File: src/shared/spim_pkg.sv
// constants, field layouts and types of the master spi block
// assumes an 8-bit register port with a 3-bit word address
package spim_pkg;

   // ************************************************************
   // register map (word addresses on the register port)
   // ************************************************************
   localparam logic [2:0] ADDR_DATA    = 3'h0;
   localparam logic [2:0] ADDR_FLAGS   = 3'h1;
   localparam logic [2:0] ADDR_ENABLES = 3'h2;
   localparam logic [2:0] ADDR_FORMAT  = 3'h3;
   localparam logic [2:0] ADDR_BAUD_LO = 3'h4;
   localparam logic [2:0] ADDR_BAUD_HI = 3'h5;

   // ************************************************************
   // field positions and reset values
   // ************************************************************
   localparam int FLAG_RXC_BIT  = 7;
   localparam int FLAG_TXC_BIT  = 6;
   localparam int FLAG_UDRE_BIT = 5;
   localparam int BAUD_W        = 12;
   localparam int BAUD_HI_W     = 4;

   localparam logic [7:0]        ENABLES_RST = 8'h00;
   localparam logic [7:0]        FORMAT_RST  = 8'h00;
   localparam logic [BAUD_W-1:0] BAUD_RST    = 12'h000;

   // mode select encodings
   localparam logic [1:0] MODE_ASYNC = 2'h0;
   localparam logic [1:0] MODE_SYNC  = 2'h1;
   localparam logic [1:0] MODE_RSVD  = 2'h2;
   localparam logic [1:0] MODE_MSPI  = 2'h3;

   // ************************************************************
   // frame timing: 8 bits, two clock edges per bit
   // ************************************************************
   localparam logic [3:0] LAST_EDGE = 4'hF;

   // ************************************************************
   // types
   // ************************************************************
   typedef struct packed {
      logic       rx_complete_irq_en;
      logic       tx_complete_irq_en;
      logic       tx_empty_irq_en;
      logic       receiver_enable;
      logic       transmitter_enable;
      logic [2:0] reserved;
   } enables_t;

   typedef struct packed {
      logic [1:0] usart_mode_select;
      logic [2:0] reserved;
      logic       bit_order_select;
      logic       clock_phase_select;
      logic       clock_polarity_select;
   } format_t;

   typedef enum logic {ST_IDLE, ST_SHIFT} shift_state_t;

endpackage

File: src/baud_tick.sv
// half-period tick generator for the transfer clock
// assumes divisor is stable while run is high
`timescale 1ns/1ps
module baud_tick (
   input  wire logic                       clk,      // system clock
   input  wire logic                       rst_n,    // synchronised reset
   input  wire logic                       run,      // count while a frame runs
   input  wire logic [spim_pkg::BAUD_W-1:0] divisor, // half period minus one
   output logic                            tick      // one-cycle pulse per half period
);
   logic [spim_pkg::BAUD_W-1:0] cnt_q;
   logic [spim_pkg::BAUD_W-1:0] cnt_d;

   always_comb begin
      tick  = run && (cnt_q == divisor);
      cnt_d = cnt_q;
      if (!run || tick) begin
         cnt_d = '0;
      end else begin
         cnt_d = cnt_q + 12'h001;
      end
   end

   always_ff @(posedge clk or negedge rst_n) begin
      if (!rst_n) begin
         cnt_q <= '0;
      end else begin
         cnt_q <= cnt_d;
      end
   end
endmodule // baud_tick

File: src/spim_master.sv
// master-only spi mode of a serial port: registers, transmit buffer,
// shift engine, two-level receive buffer and interrupt request lines
// assumes pins are synchronised here and the cpu global enable is a level
//
// How it works
// - tx_buffer_empty_flag reads one whenever the transmit buffer can take a byte.
// - after reset the transmit buffer is empty, so the flag reads one.
// - receive-complete request needs its enable, global enable and a set flag.
// - transmit-complete request needs its enable, global enable and a set flag.
// - buffer-empty request needs its enable, global enable and an empty buffer.
// - receiver enable claims the serial input pin and samples it.
// - clearing the receiver enable flushes all unread received bytes at once.
// - without the transmitter, data writes are ignored, so no new frame starts.
// - transmitter enable claims and drives the serial output pin.
// - a disabled transmitter finishes buffered and shifting data before stopping.
// - once really stopped the transmitter releases the serial output pin.
// - mode field 11 selects master spi; other codes leave the block idle.
// - bit order, phase and polarity take effect in the mode-select write itself.
// - bit order one sends the least significant bit first, else the most.
// - clock phase picks sampling on the leading or the trailing edge.
// - clock polarity sets the idle level; with phase gives four spi modes.
// - receive-complete flag shows unread data and clears when receiver disabled.
// - transmit-complete sets after a frame with nothing buffered; ack or write-one clears.
// - frame, overrun and parity error bits always read zero.
//
// The address-and-strobe port and the register offsets were decided locally.
`timescale 1ns/1ps
module spim_master (
   input  wire logic       clk,                // system clock, 100 MHz
   input  wire logic       resetn,             // asynchronous reset, active low
   input  wire logic [2:0] addr,               // register word address
   input  wire logic [7:0] wdata,              // register write data
   input  wire logic       wr,                 // write strobe
   input  wire logic       rd,                 // read strobe
   output logic      [7:0] rdata,              // read data, cycle after rd
   input  wire logic       global_irq_en,      // cpu global interrupt flag
   input  wire logic       tx_complete_ack,    // transmit-complete interrupt taken
   input  wire logic       serial_in_pin,      // serial data from slaves
   output logic            serial_out_pin,     // serial data to slaves
   output logic            serial_out_oe,      // serial output overrides port
   output logic            serial_in_claim,    // serial input overrides port
   output logic            transfer_clock_pin, // transfer clock
   output logic            transfer_clock_oe,  // transfer clock driven
   output logic            rx_complete_irq,    // receive-complete request
   output logic            tx_complete_irq,    // transmit-complete request
   output logic            tx_empty_irq        // data-register-empty request
);

   // ************************************************************
   // reset release
   // ************************************************************
   logic [1:0] rst_pipe_q;
   logic       rst_n;

   always_ff @(posedge clk or negedge resetn) begin
      if (!resetn) begin
         rst_pipe_q <= 2'h0;
      end else begin
         rst_pipe_q <= {rst_pipe_q[0], 1'b1};
      end
   end
   assign rst_n = rst_pipe_q[1];

   // ************************************************************
   // declarations
   // ************************************************************
   spim_pkg::enables_t         enables_q, enables_d;
   spim_pkg::format_t          format_q,  format_d;
   logic [spim_pkg::BAUD_W-1:0] baud_q,    baud_d;
   logic                       txc_q,     txc_d;
   logic [7:0]                 rdata_d;
   logic                       rx_irq_d,  tx_irq_d,  empty_irq_d;
   logic                       sout_oe_d, sin_claim_d, sck_oe_d;

   spim_pkg::shift_state_t     state_q,   state_d;
   logic [3:0]                 edge_q,    edge_d;
   logic [7:0]                 tx_sh_q,   tx_sh_d;
   logic [7:0]                 rx_sh_q,   rx_sh_d;
   logic                       sout_q,    sout_d;
   logic                       sck_q,     sck_d;
   logic [7:0]                 txbuf_q,   txbuf_d;
   logic                       txfull_q,  txfull_d;
   logic [7:0]                 rxb0_q,    rxb0_d;
   logic [7:0]                 rxb1_q,    rxb1_d;
   logic [1:0]                 rxcnt_q,   rxcnt_d;

   logic                       sin_s;
   logic                       tick;
   logic                       spi_mode;
   logic                       lsb_first;
   logic                       sample_edge;
   logic                       shift_edge;
   logic                       frame_end;
   logic                       rx_pop;
   logic                       rx_push;
   logic [7:0]                 rx_byte;

   // ************************************************************
   // pin synchroniser and bit timing
   // ************************************************************
   sync2 #(.WIDTH(1)) u_sin_sync (
      .clk   (clk),
      .rst_n (rst_n),
      .d     (serial_in_pin),
      .q     (sin_s)
   );

   baud_tick u_baud (
      .clk     (clk),
      .rst_n   (rst_n),
      .run     (state_q == spim_pkg::ST_SHIFT),
      .divisor (baud_q),
      .tick    (tick)
   );

   assign spi_mode  = (format_q.usart_mode_select == spim_pkg::MODE_MSPI);
   assign lsb_first = format_q.bit_order_select;
   // sampling edge choice: even edges lead, odd edges trail
   assign sample_edge = (edge_q[0] == format_q.clock_phase_select);
   // first leading edge and last trailing edge never move the output bit
   assign shift_edge  = !sample_edge && (edge_q != 4'h0) && (edge_q != spim_pkg::LAST_EDGE);
   assign frame_end   = (state_q == spim_pkg::ST_SHIFT) && tick && (edge_q == spim_pkg::LAST_EDGE);
   assign rx_pop      = rd && (addr == spim_pkg::ADDR_DATA) && (rxcnt_q != 2'h0);

   always_comb begin
      rx_byte = rx_sh_q;
      if (tick && sample_edge) begin
         rx_byte = lsb_first ? {sin_s, rx_sh_q[7:1]} : {rx_sh_q[6:0], sin_s};
      end
   end
   assign rx_push = frame_end && enables_q.receiver_enable;

   // ************************************************************
   // shift engine, transmit buffer and receive buffer
   // ************************************************************
   always_comb begin
      state_d  = state_q;
      edge_d   = edge_q;
      tx_sh_d  = tx_sh_q;
      rx_sh_d  = rx_sh_q;
      sout_d   = sout_q;
      sck_d    = sck_q;
      txbuf_d  = txbuf_q;
      txfull_d = txfull_q;
      rxb0_d   = rxb0_q;
      rxb1_d   = rxb1_q;
      rxcnt_d  = rxcnt_q;

      // data write starts transfer; only with transmitter on
      if (wr && (addr == spim_pkg::ADDR_DATA) && spi_mode && enables_q.transmitter_enable && !txfull_q) begin
         txbuf_d  = wdata;
         txfull_d = 1'b1;
      end

      unique case (state_q)
         spim_pkg::ST_IDLE: begin
            sck_d = format_q.clock_polarity_select;
            // buffered byte still goes out after disable
            if (spi_mode && txfull_q) begin
               tx_sh_d  = txbuf_q;
               txfull_d = 1'b0;
               edge_d   = 4'h0;
               sout_d   = lsb_first ? txbuf_q[0] : txbuf_q[7];
               state_d  = spim_pkg::ST_SHIFT;
            end
         end
         spim_pkg::ST_SHIFT: begin
            if (tick) begin
               sck_d   = !sck_q;
               edge_d  = edge_q + 4'h1;
               rx_sh_d = rx_byte;
               if (shift_edge) begin
                  tx_sh_d = lsb_first ? {1'b0, tx_sh_q[7:1]} : {tx_sh_q[6:0], 1'b0};
                  sout_d  = lsb_first ? tx_sh_q[1] : tx_sh_q[6];
               end
               if (edge_q == spim_pkg::LAST_EDGE) begin
                  state_d = spim_pkg::ST_IDLE;
               end
            end
         end
      endcase

      // pop before push; when full the newest byte is the one lost
      if (rx_pop) begin
         rxb0_d  = rxb1_q;
         rxcnt_d = rxcnt_q - 2'h1;
      end
      if (rx_push && (rxcnt_d != 2'h2)) begin
         if (rxcnt_d == 2'h0) begin
            rxb0_d = rx_byte;
         end else begin
            rxb1_d = rx_byte;
         end
         rxcnt_d = rxcnt_d + 2'h1;
      end
      if (!enables_q.receiver_enable) begin
         rxcnt_d = 2'h0;
      end
   end

   always_ff @(posedge clk or negedge rst_n) begin
      if (!rst_n) begin
         state_q  <= spim_pkg::ST_IDLE;
         edge_q   <= 4'h0;
         tx_sh_q  <= 8'h00;
         rx_sh_q  <= 8'h00;
         sout_q   <= 1'b1;
         sck_q    <= 1'b0;
         txbuf_q  <= 8'h00;
         txfull_q <= 1'b0;
         rxb0_q   <= 8'h00;
         rxb1_q   <= 8'h00;
         rxcnt_q  <= 2'h0;
      end else begin
         state_q  <= state_d;
         edge_q   <= edge_d;
         tx_sh_q  <= tx_sh_d;
         rx_sh_q  <= rx_sh_d;
         sout_q   <= sout_d;
         sck_q    <= sck_d;
         txbuf_q  <= txbuf_d;
         txfull_q <= txfull_d;
         rxb0_q   <= rxb0_d;
         rxb1_q   <= rxb1_d;
         rxcnt_q  <= rxcnt_d;
      end
   end

   // ************************************************************
   // registers, flags, pin control and requests
   // ************************************************************
   always_comb begin
      enables_q_hold: begin
         enables_d = enables_q;
         format_d  = format_q;
         baud_d    = baud_q;
         txc_d     = txc_q;
         rdata_d   = 8'h00;
      end

      if (wr) begin
         unique case (addr)
            spim_pkg::ADDR_ENABLES: enables_d = spim_pkg::enables_t'({wdata[7:3], 3'h0});
            // all format fields in one write
            spim_pkg::ADDR_FORMAT:  format_d  = spim_pkg::format_t'({wdata[7:6], 3'h0, wdata[2:0]});
            spim_pkg::ADDR_BAUD_LO: baud_d[7:0] = wdata;
            spim_pkg::ADDR_BAUD_HI: baud_d[spim_pkg::BAUD_W-1:8] = wdata[spim_pkg::BAUD_HI_W-1:0];
            default: ;
         endcase
      end

      // clear by write-one or ack; a same-cycle set wins
      if ((wr && (addr == spim_pkg::ADDR_FLAGS) && wdata[spim_pkg::FLAG_TXC_BIT]) || tx_complete_ack) begin
         txc_d = 1'b0;
      end
      if (frame_end && !txfull_q) begin
         txc_d = 1'b1;
      end

      if (rd) begin
         unique case (addr)
            spim_pkg::ADDR_DATA:    rdata_d = rxb0_q;
            spim_pkg::ADDR_FLAGS:   rdata_d = {rxcnt_q != 2'h0, txc_q, !txfull_q, 5'h00};
            spim_pkg::ADDR_ENABLES: rdata_d = enables_q;
            spim_pkg::ADDR_FORMAT:  rdata_d = format_q;
            spim_pkg::ADDR_BAUD_LO: rdata_d = baud_q[7:0];
            spim_pkg::ADDR_BAUD_HI: rdata_d = {4'h0, baud_q[spim_pkg::BAUD_W-1:8]};
            default:                rdata_d = 8'h00;
         endcase
      end

      rx_irq_d    = enables_q.rx_complete_irq_en && global_irq_en && (rxcnt_q != 2'h0);
      tx_irq_d    = enables_q.tx_complete_irq_en && global_irq_en && txc_q;
      empty_irq_d = enables_q.tx_empty_irq_en && global_irq_en && !txfull_q;

      // output claimed until transmitter really idle
      sout_oe_d   = spi_mode && (enables_q.transmitter_enable || txfull_q || (state_q == spim_pkg::ST_SHIFT));
      sin_claim_d = spi_mode && enables_q.receiver_enable;
      sck_oe_d    = spi_mode;
   end

   always_ff @(posedge clk or negedge rst_n) begin
      if (!rst_n) begin
         enables_q          <= spim_pkg::enables_t'(spim_pkg::ENABLES_RST);
         format_q           <= spim_pkg::format_t'(spim_pkg::FORMAT_RST);
         baud_q             <= spim_pkg::BAUD_RST;
         txc_q              <= 1'b0;
         rdata              <= 8'h00;
         rx_complete_irq    <= 1'b0;
         tx_complete_irq    <= 1'b0;
         tx_empty_irq       <= 1'b0;
         serial_out_oe      <= 1'b0;
         serial_in_claim    <= 1'b0;
         transfer_clock_oe  <= 1'b0;
         serial_out_pin     <= 1'b1;
         transfer_clock_pin <= 1'b0;
      end else begin
         enables_q          <= enables_d;
         format_q           <= format_d;
         baud_q             <= baud_d;
         txc_q              <= txc_d;
         rdata              <= rdata_d;
         rx_complete_irq    <= rx_irq_d;
         tx_complete_irq    <= tx_irq_d;
         tx_empty_irq       <= empty_irq_d;
         serial_out_oe      <= sout_oe_d;
         serial_in_claim    <= sin_claim_d;
         transfer_clock_oe  <= sck_oe_d;
         serial_out_pin     <= sout_q;
         transfer_clock_pin <= sck_q;
      end
   end

endmodule // spim_master

File: src/sync2.sv
// two flip-flop synchroniser for levels from outside the clock domain
// assumes rst_n is already synchronous to clk
`timescale 1ns/1ps
module sync2 #(
   parameter int WIDTH = 1
) (
   input  wire logic             clk,    // system clock
   input  wire logic             rst_n,  // synchronised reset
   input  wire logic [WIDTH-1:0] d,      // asynchronous input
   output logic      [WIDTH-1:0] q       // synchronised output
);
   logic [WIDTH-1:0] meta_q;

   // first stage is read only by the second stage
   always_ff @(posedge clk or negedge rst_n) begin
      if (!rst_n) begin
         meta_q <= '0;
         q      <= '0;
      end else begin
         meta_q <= d;
         q      <= meta_q;
      end
   end
endmodule // sync2

File: config.mk
export PLATFORM = sky130hd
export DESIGN_NAME = spim_master
export DESIGN_NICKNAME = d
export VERILOG_FILES = /design/src/shared/spim_pkg.sv /design/src/baud_tick.sv /design/src/spim_master.sv /design/src/sync2.sv
export SDC_FILE = /design/constraint.sdc
export NUM_CORES = 1
export LEC_CHECK = 0
export BUFFER_PORTS_ARGS = -buffer_cell sky130_fd_sc_hd__buf_2
export CORE_MARGIN = 2
export CORE_UTILIZATION = 55
export DETAILED_ROUTE_END_ITERATION = 8
export PLACE_DENSITY = 0.8
export SLEW_MARGIN = 20
export SYNTH_ARGS = -nofsm -noshare
export SYNTH_HDL_FRONTEND = slang
export SYNTH_SLANG_ARGS = --single-unit
export TNS_END_PERCENT = 5
File: constraint.sdc
create_clock -name clk -period 7.7 [get_ports clk]
set_input_delay 1.54 -clock clk [delete_from_list [all_inputs] [get_ports clk]]
set_output_delay 1.54 -clock clk [all_outputs]
set_load 0.01 [all_outputs]
# [Word level (Yosys, flattened, before mapping)]
# Index checks and enable logic that the tools add are counted.
# Widths: inputs -> output; s select.
[classes] add_sub_neg=4 eq_ne=14 mux=36 bitwise=2 n_reduce_logical=47
[op_table] op="$mux 8" count=10
[op_table] op="$pmux 8 s6" count=1
[op_table] op="$logic_and 1x1->1" count=26
[op_table] op="$pmux 8 s2" count=1
[op_table] op="$mux 1" count=14
[op_table] op="$reduce_and 2->1" count=7
[op_table] op="$add 12x1->12 const B" count=1
[op_table] op="$eq 12x12->1" count=1
[op_table] op="$mux 12" count=1
[op_table] op="$mux 4" count=2
[op_table] op="$pmux 4 s2" count=1
[op_table] op="$eq 3x2->1 const B" count=2
[op_table] op="$eq 3x3->1 const B" count=2
[op_table] op="$mux 2" count=3
[op_table] op="$pmux 1 s2" count=3
[op_table] op="$add 4x1->4 const B" count=1
[op_table] op="$eq 4x4->1 const B" count=1
[op_table] op="$logic_not 1->1" count=4
[op_table] op="$logic_or 1x1->1" count=4
[op_table] op="$ne 2x1->1 const B" count=2
[op_table] op="$ne 2x2->1 const B" count=2
[op_table] op="$ne 4x4->1 const B" count=1
[op_table] op="$reduce_bool 2->1" count=2
[op_table] op="$reduce_bool 4->1" count=1
[op_table] op="9 further kinds" count=10
[word_totals] regBits=105

# [Longest topological paths before layout]
[logic_depth] depth_word=8 ltp_mapped=12 depth_no_buf=10

# [Hierarchy]
# A second synthesis with hierarchy kept.
[hier_totals] hier_cells=462 area_unflattened_um2=5114.9
[modules_own_cells] mod="spim_master" n_inst=1 cells_each=383 area_each_um2=4326.6 seq_area_each_um2=2279.7
[modules_own_cells] mod="baud_tick" n_inst=1 cells_each=77 area_each_um2=738.2 seq_area_each_um2=300.3
[modules_own_cells] mod="sync2" n_inst=1 cells_each=2 area_each_um2=50.0 seq_area_each_um2=50.0

# [Worst setup path after synthesis]
# No wires, ideal clock.
[synth_timing] path_type="in2reg" from="in addr[0]" to="reg rxb0_q[0]" arrival_time_ns=3.331 required_ns=7.575 setup_slack_ns=4.244 path_stages=11 n_path_buf=3 path_cell_list="buf_6 -> nor2_1 -> and3_1 -> buf_6 -> mux2i_1 -> inv_1 -> ha_1 -> nand3b_1 -> or3_1 -> clkbuf_1 -> mux2_2"
[synth_via] elab_chain_len=7
[synth_lines] element="start, declared" line="spim_master.sv:31" source="input wire logic [2:0] addr,"
[synth_lines] element="$logic_not 3->1 (*)" line="spim_master.sv:123" source="assign rx_pop = rd && (addr == spim_pkg::ADDR_DATA) && (rxcnt_q != 2'h0);"
[synth_lines] element="$logic_and 1x1->1 (*) (2 in series)" line="spim_master.sv:123"
[synth_lines] element="$mux 2" line="spim_master.sv:184" source="if (rx_pop) begin"
[synth_lines] element="$logic_not 2->1 / $ne 2x2->1 (equally long branches)" line="spim_master.sv:189, spim_master.sv:188"
[synth_lines] element="$mux 8 / $logic_and 1x1->1 (equally long branches)" line="spim_master.sv:189, spim_master.sv:188"
[synth_lines] element="$mux 8 (*)" line="spim_master.sv:188" source="if (rx_push && (rxcnt_d != 2'h2)) begin"
[synth_lines] element="net rxb0_d[0]" line="spim_master.sv:83" source="logic [7:0] rxb0_q, rxb0_d;"
[synth_lines] element="end signal, assigned" line="spim_master.sv:223" source="rxb0_q <= rxb0_d;"
[synth_lines] element="end, declared" line="spim_master.sv:83"
# The timed path passes the listed nets; every way through them passes the cells marked *.
# A chain may end at the register's enable or synchronous reset.

# [Worst setup path after layout]
[layout_timing] from="in addr[0]" to="reg rxb0_q[3]"
# Same word-level chain as after synthesis.

==> run summary <==
The run finished with clean final reports. The sequential area share after synthesis came out at 0.528. Once placement completed, the tool counted placed cells totaling 531.

The startpoint of the worst setup timing path is addr[0]. STA classifies the critical path startpoint as a primary input. The distinct cell type count after synthesis came out at 38. Counting flops with an async set or reset pin after synthesis yields a share of 1.00. The final hold violation count came out at 0. The clock-pin slew reported for the worst setup and hold paths after clock tree synthesis came out at 0.10 ns. The count of buffers added by post-CTS timing repair for setup is 0. The startpoint of the most critical register-to-register path is rxcnt_q[0]. The critical path endpoint category is a flip-flop.

The core outline area came out at 0.00876 mm^2. After clock tree synthesis, the flow added hold-fix buffers numbering 0. The buffers plus inverters on the worst setup path came out at 1. The TritonCTS sink count is 105.

The number of rows created at floorplan came out at 34. The count of buffers added on input and output ports is 33. The horizontal die dimension came out at 99.2 um. The end-of-flow core utilization came out at 0.615.

The worst setup skew after layout came out at 0.0163 ns. At the end of routability-driven placement, the weighted congestion stood at 0.918. The diode insertion count for antenna repair is 0. The number of buffers between clock root and the deepest sink came out at 2. The share of the clock period used by the worst path is 0.474. By count the netlist is led by dfrtp_1, mux2_2, nor2_1. The total of cells resized after clock tree synthesis is 0. The total of warnings raised by yosys is 0. The max-slew violation count came out at 0. The number of I/O pins came out at 34. The total overflow left after global routing is 0. By area the synthesized netlist is led by dfrtp_1, mux2_2, xnor2_1.

Across all layers, the routed design uses 3102 vias. Yosys instantiated no cell more often than dfrtp_1. In the final routed layout, each cell accounts on average for 17.8 um. For this block, the routed nets add up to 9740 um of wire. The highest attainable clock frequency came out at 274 MHz. The y dimension of the die came out at 99.2 um. Using the TritonRoute via totals, the vias-per-cell ratio works out to 5.67. The total power after layout came out at 1.27 mW. For this design, the slowest cell found on the critical path is and3_1. Setup repair after global routing left no endpoint under its margin. The ratio of cells with drive above 1 in the final layout is 0.326. The number of buffers created by CTS is 9.

The first-pass GRT wire length came out at 16200 um. A synthesized cell averages 12.3 um^2. The power density relative to cell area is 236 mW/mm^2.

The die area came out at 0.00984 mm^2. The count of nets left with antenna violations once routing finished came out at 0. The pin count of the biggest net entering global routing came out at 62. The largest single stage delay on the critical path is 0.54 ns. The signed area change from the synthesized netlist to the final layout came out at 8.11%. The worst slew margin relative to its limit came out at 0.339. The actual slew at the worst max-slew pin came out at 0.983 ns. The worst-case setup slack after placement came out at 3.65 ns.

The H-tree was split into 3 levels. The final cell count without fillers came out at 547. The synthesized design spends more area on one cell type than any other, namely dfrtp_1. The number of antenna violations at the first check in global routing came out at 0.

The wire-length estimate of the detail-placed layout is 7130 um. The final count of negative-setup-slack endpoints is 0. The startpoint-to-endpoint class of the critical path is in2reg. The worst IR drop on VDD is 0.000100 V. Clock tree synthesis selected as its root buffer the cell clkbuf_8. The top flip-flop cell by instance count after synthesis is dfrtp_1. The worst path needs 3.65 ns of the cycle, external delays included.

In the final timing run, aggregate negative setup slack is 0 ns. The class of the tightest hold or removal check is reg2async. The largest delay contributor family on the critical path is simple AND/OR/NAND/NOR gates. The area share of the largest cell type after synthesis is 0.517. The critical path data arrival time came out at 3.91 ns. The required time of the worst setup path is 7.95 ns. Traced cell by cell, the critical path runs through buf_2 > nor2_1 > and3_1 > mux2i_1 > ha_1 > nand3b_1 > or3_1 > mux2_2.

Across every metal layer, demand over resource in global routing totals 0.213. The latest clock arrival within the worst-skew pair came out at 0.37 ns. The leakage component of the power came out at 2.54 nW. The number of flops mapped to enable cells by yosys came out at 0. The via count of the first global-routing pass is 3173. The initial detailed-routing violation count is 193. The number of DRC violations after detailed routing came out at 0.

The max-cap violation count is 0. The mapped netlist covers 0.00498 mm^2. The cell count after synthesis came out at 405.

The number of nets handed over by synthesis was 429. The synthesized flop and latch total came out at 105. The net count reported at finish is 458. The setup slack after layout is 4.05 ns.

The starting density of the core came out at 0.569. TritonCTS built the clock tree. In this run the worst path has a maximum fanout of 18. The first detailed-routing pass took 4 iterations.
==> metal layers <==
layer,wire length (um),GRT usage,up-vias
li1,-,-,1488
met1,4510,0.287,1564
met2,4930,0.359,41
met3,188,0.0337,9
met4,112,0.0622,0
met5,0,0,-
==> through the flow <==
step / instance area [um^2] / hold WS, ns
floorplan: 4980 / 0.331
global placement: 5200 / 0.328
detailed placement: 5200 / 0.336
CTS: 5390 / 0.339
global route: 5390 / 0.374
finish: 5390 / 0.307
==> cell usage in the layout (no fill, tap or decap), types with 4 or more instances in the layout <==
cell and instances:
ha_1 6, and3_1 11, xor2_1 5, xnor2_1 19, mux2_4 8, nand2_1 20, nor2_1 32, and4_1 4
dfrtp_1 102, o21ai_0 10, clkbuf_8 9, mux2i_1 14, inv_6 4, mux2_2 76, nand2b_1 4, buf_2 33
nand3_1 11, inv_1 10, nor3_1 4, a21oi_1 17, nand4_1 7
==> flip-flops by register name, indices dropped and copies added, names as in the netlist, 2 cells and up <==
signal / flops
baud_q: 12
u_baud.cnt_q: 12
rdata: 8
rx_sh_q: 8
rxb0_q: 8
rxb1_q: 8
tx_sh_q: 8
txbuf_q: 8
enables_q: 5
edge_q: 4
format_q: 4
rst_pipe_q: 2
rxcnt_q: 2
==> where the power goes <==
group / internal [mW] / leakage (nW) / total, mW / switching (mW)
Sequential: 0.627 / 1.38 / 0.726 / 0.0990
Clock: 0.123 / 0.0872 / 0.323 / 0.200
Combinational: 0.123 / 1.07 / 0.226 / 0.103
Total: 0.872 / 2.54 / 1.27 / 0.402
==> cell type report <==
cell class | count | area (um^2)
clock buffer | 9 | 124
sequential | 105 | 2630
fill | 710 | 3380
multi-input combinational | 274 | 2230
timing repair buffer | 34 | 173
clock inverter | 7 | 58.8
tap | 108 | 135
inverter | 10 | 37.5
==> path summary, 6_finish.rpt <==
check                                 to  depth (start not counted)  slack (ns)
setup reg to reg               rxb0_q[3]                          9        4.75
min in group clk           rst_pipe_q[1]                          0        0.37
max in group asynchronous      baud_q[4]                          1        6.26
hold reg to reg               rx_sh_q[1]                          0        0.31
setup / recovery               rxb0_q[3]                          8        4.05
hold / removal                rx_sh_q[1]                          0        0.31
==> logic make-up (layout without fill, tap and decap cells) <==
| logic type | after synthesis | after routing | share of synthesized area |
|---|---|---|---|
| AO/OA/AOI/OAI | 32 | 32 | 0.0346 |
| XOR/XNOR | 25 | 25 | 0.0477 |
| adder cells (fa/ha/maj) | 6 | 6 | 0.0151 |
| buffers and inverters | 26 | 60 | 0.0256 |
| flip-flops | 105 | 105 | 0.528 |
| multiplexers | 100 | 100 | 0.234 |
| other | 1 | 1 | 0.000752 |
| AND/OR/NAND/NOR | 110 | 110 | 0.115 |
Note: power is estimated with default switching activity, not from simulation.
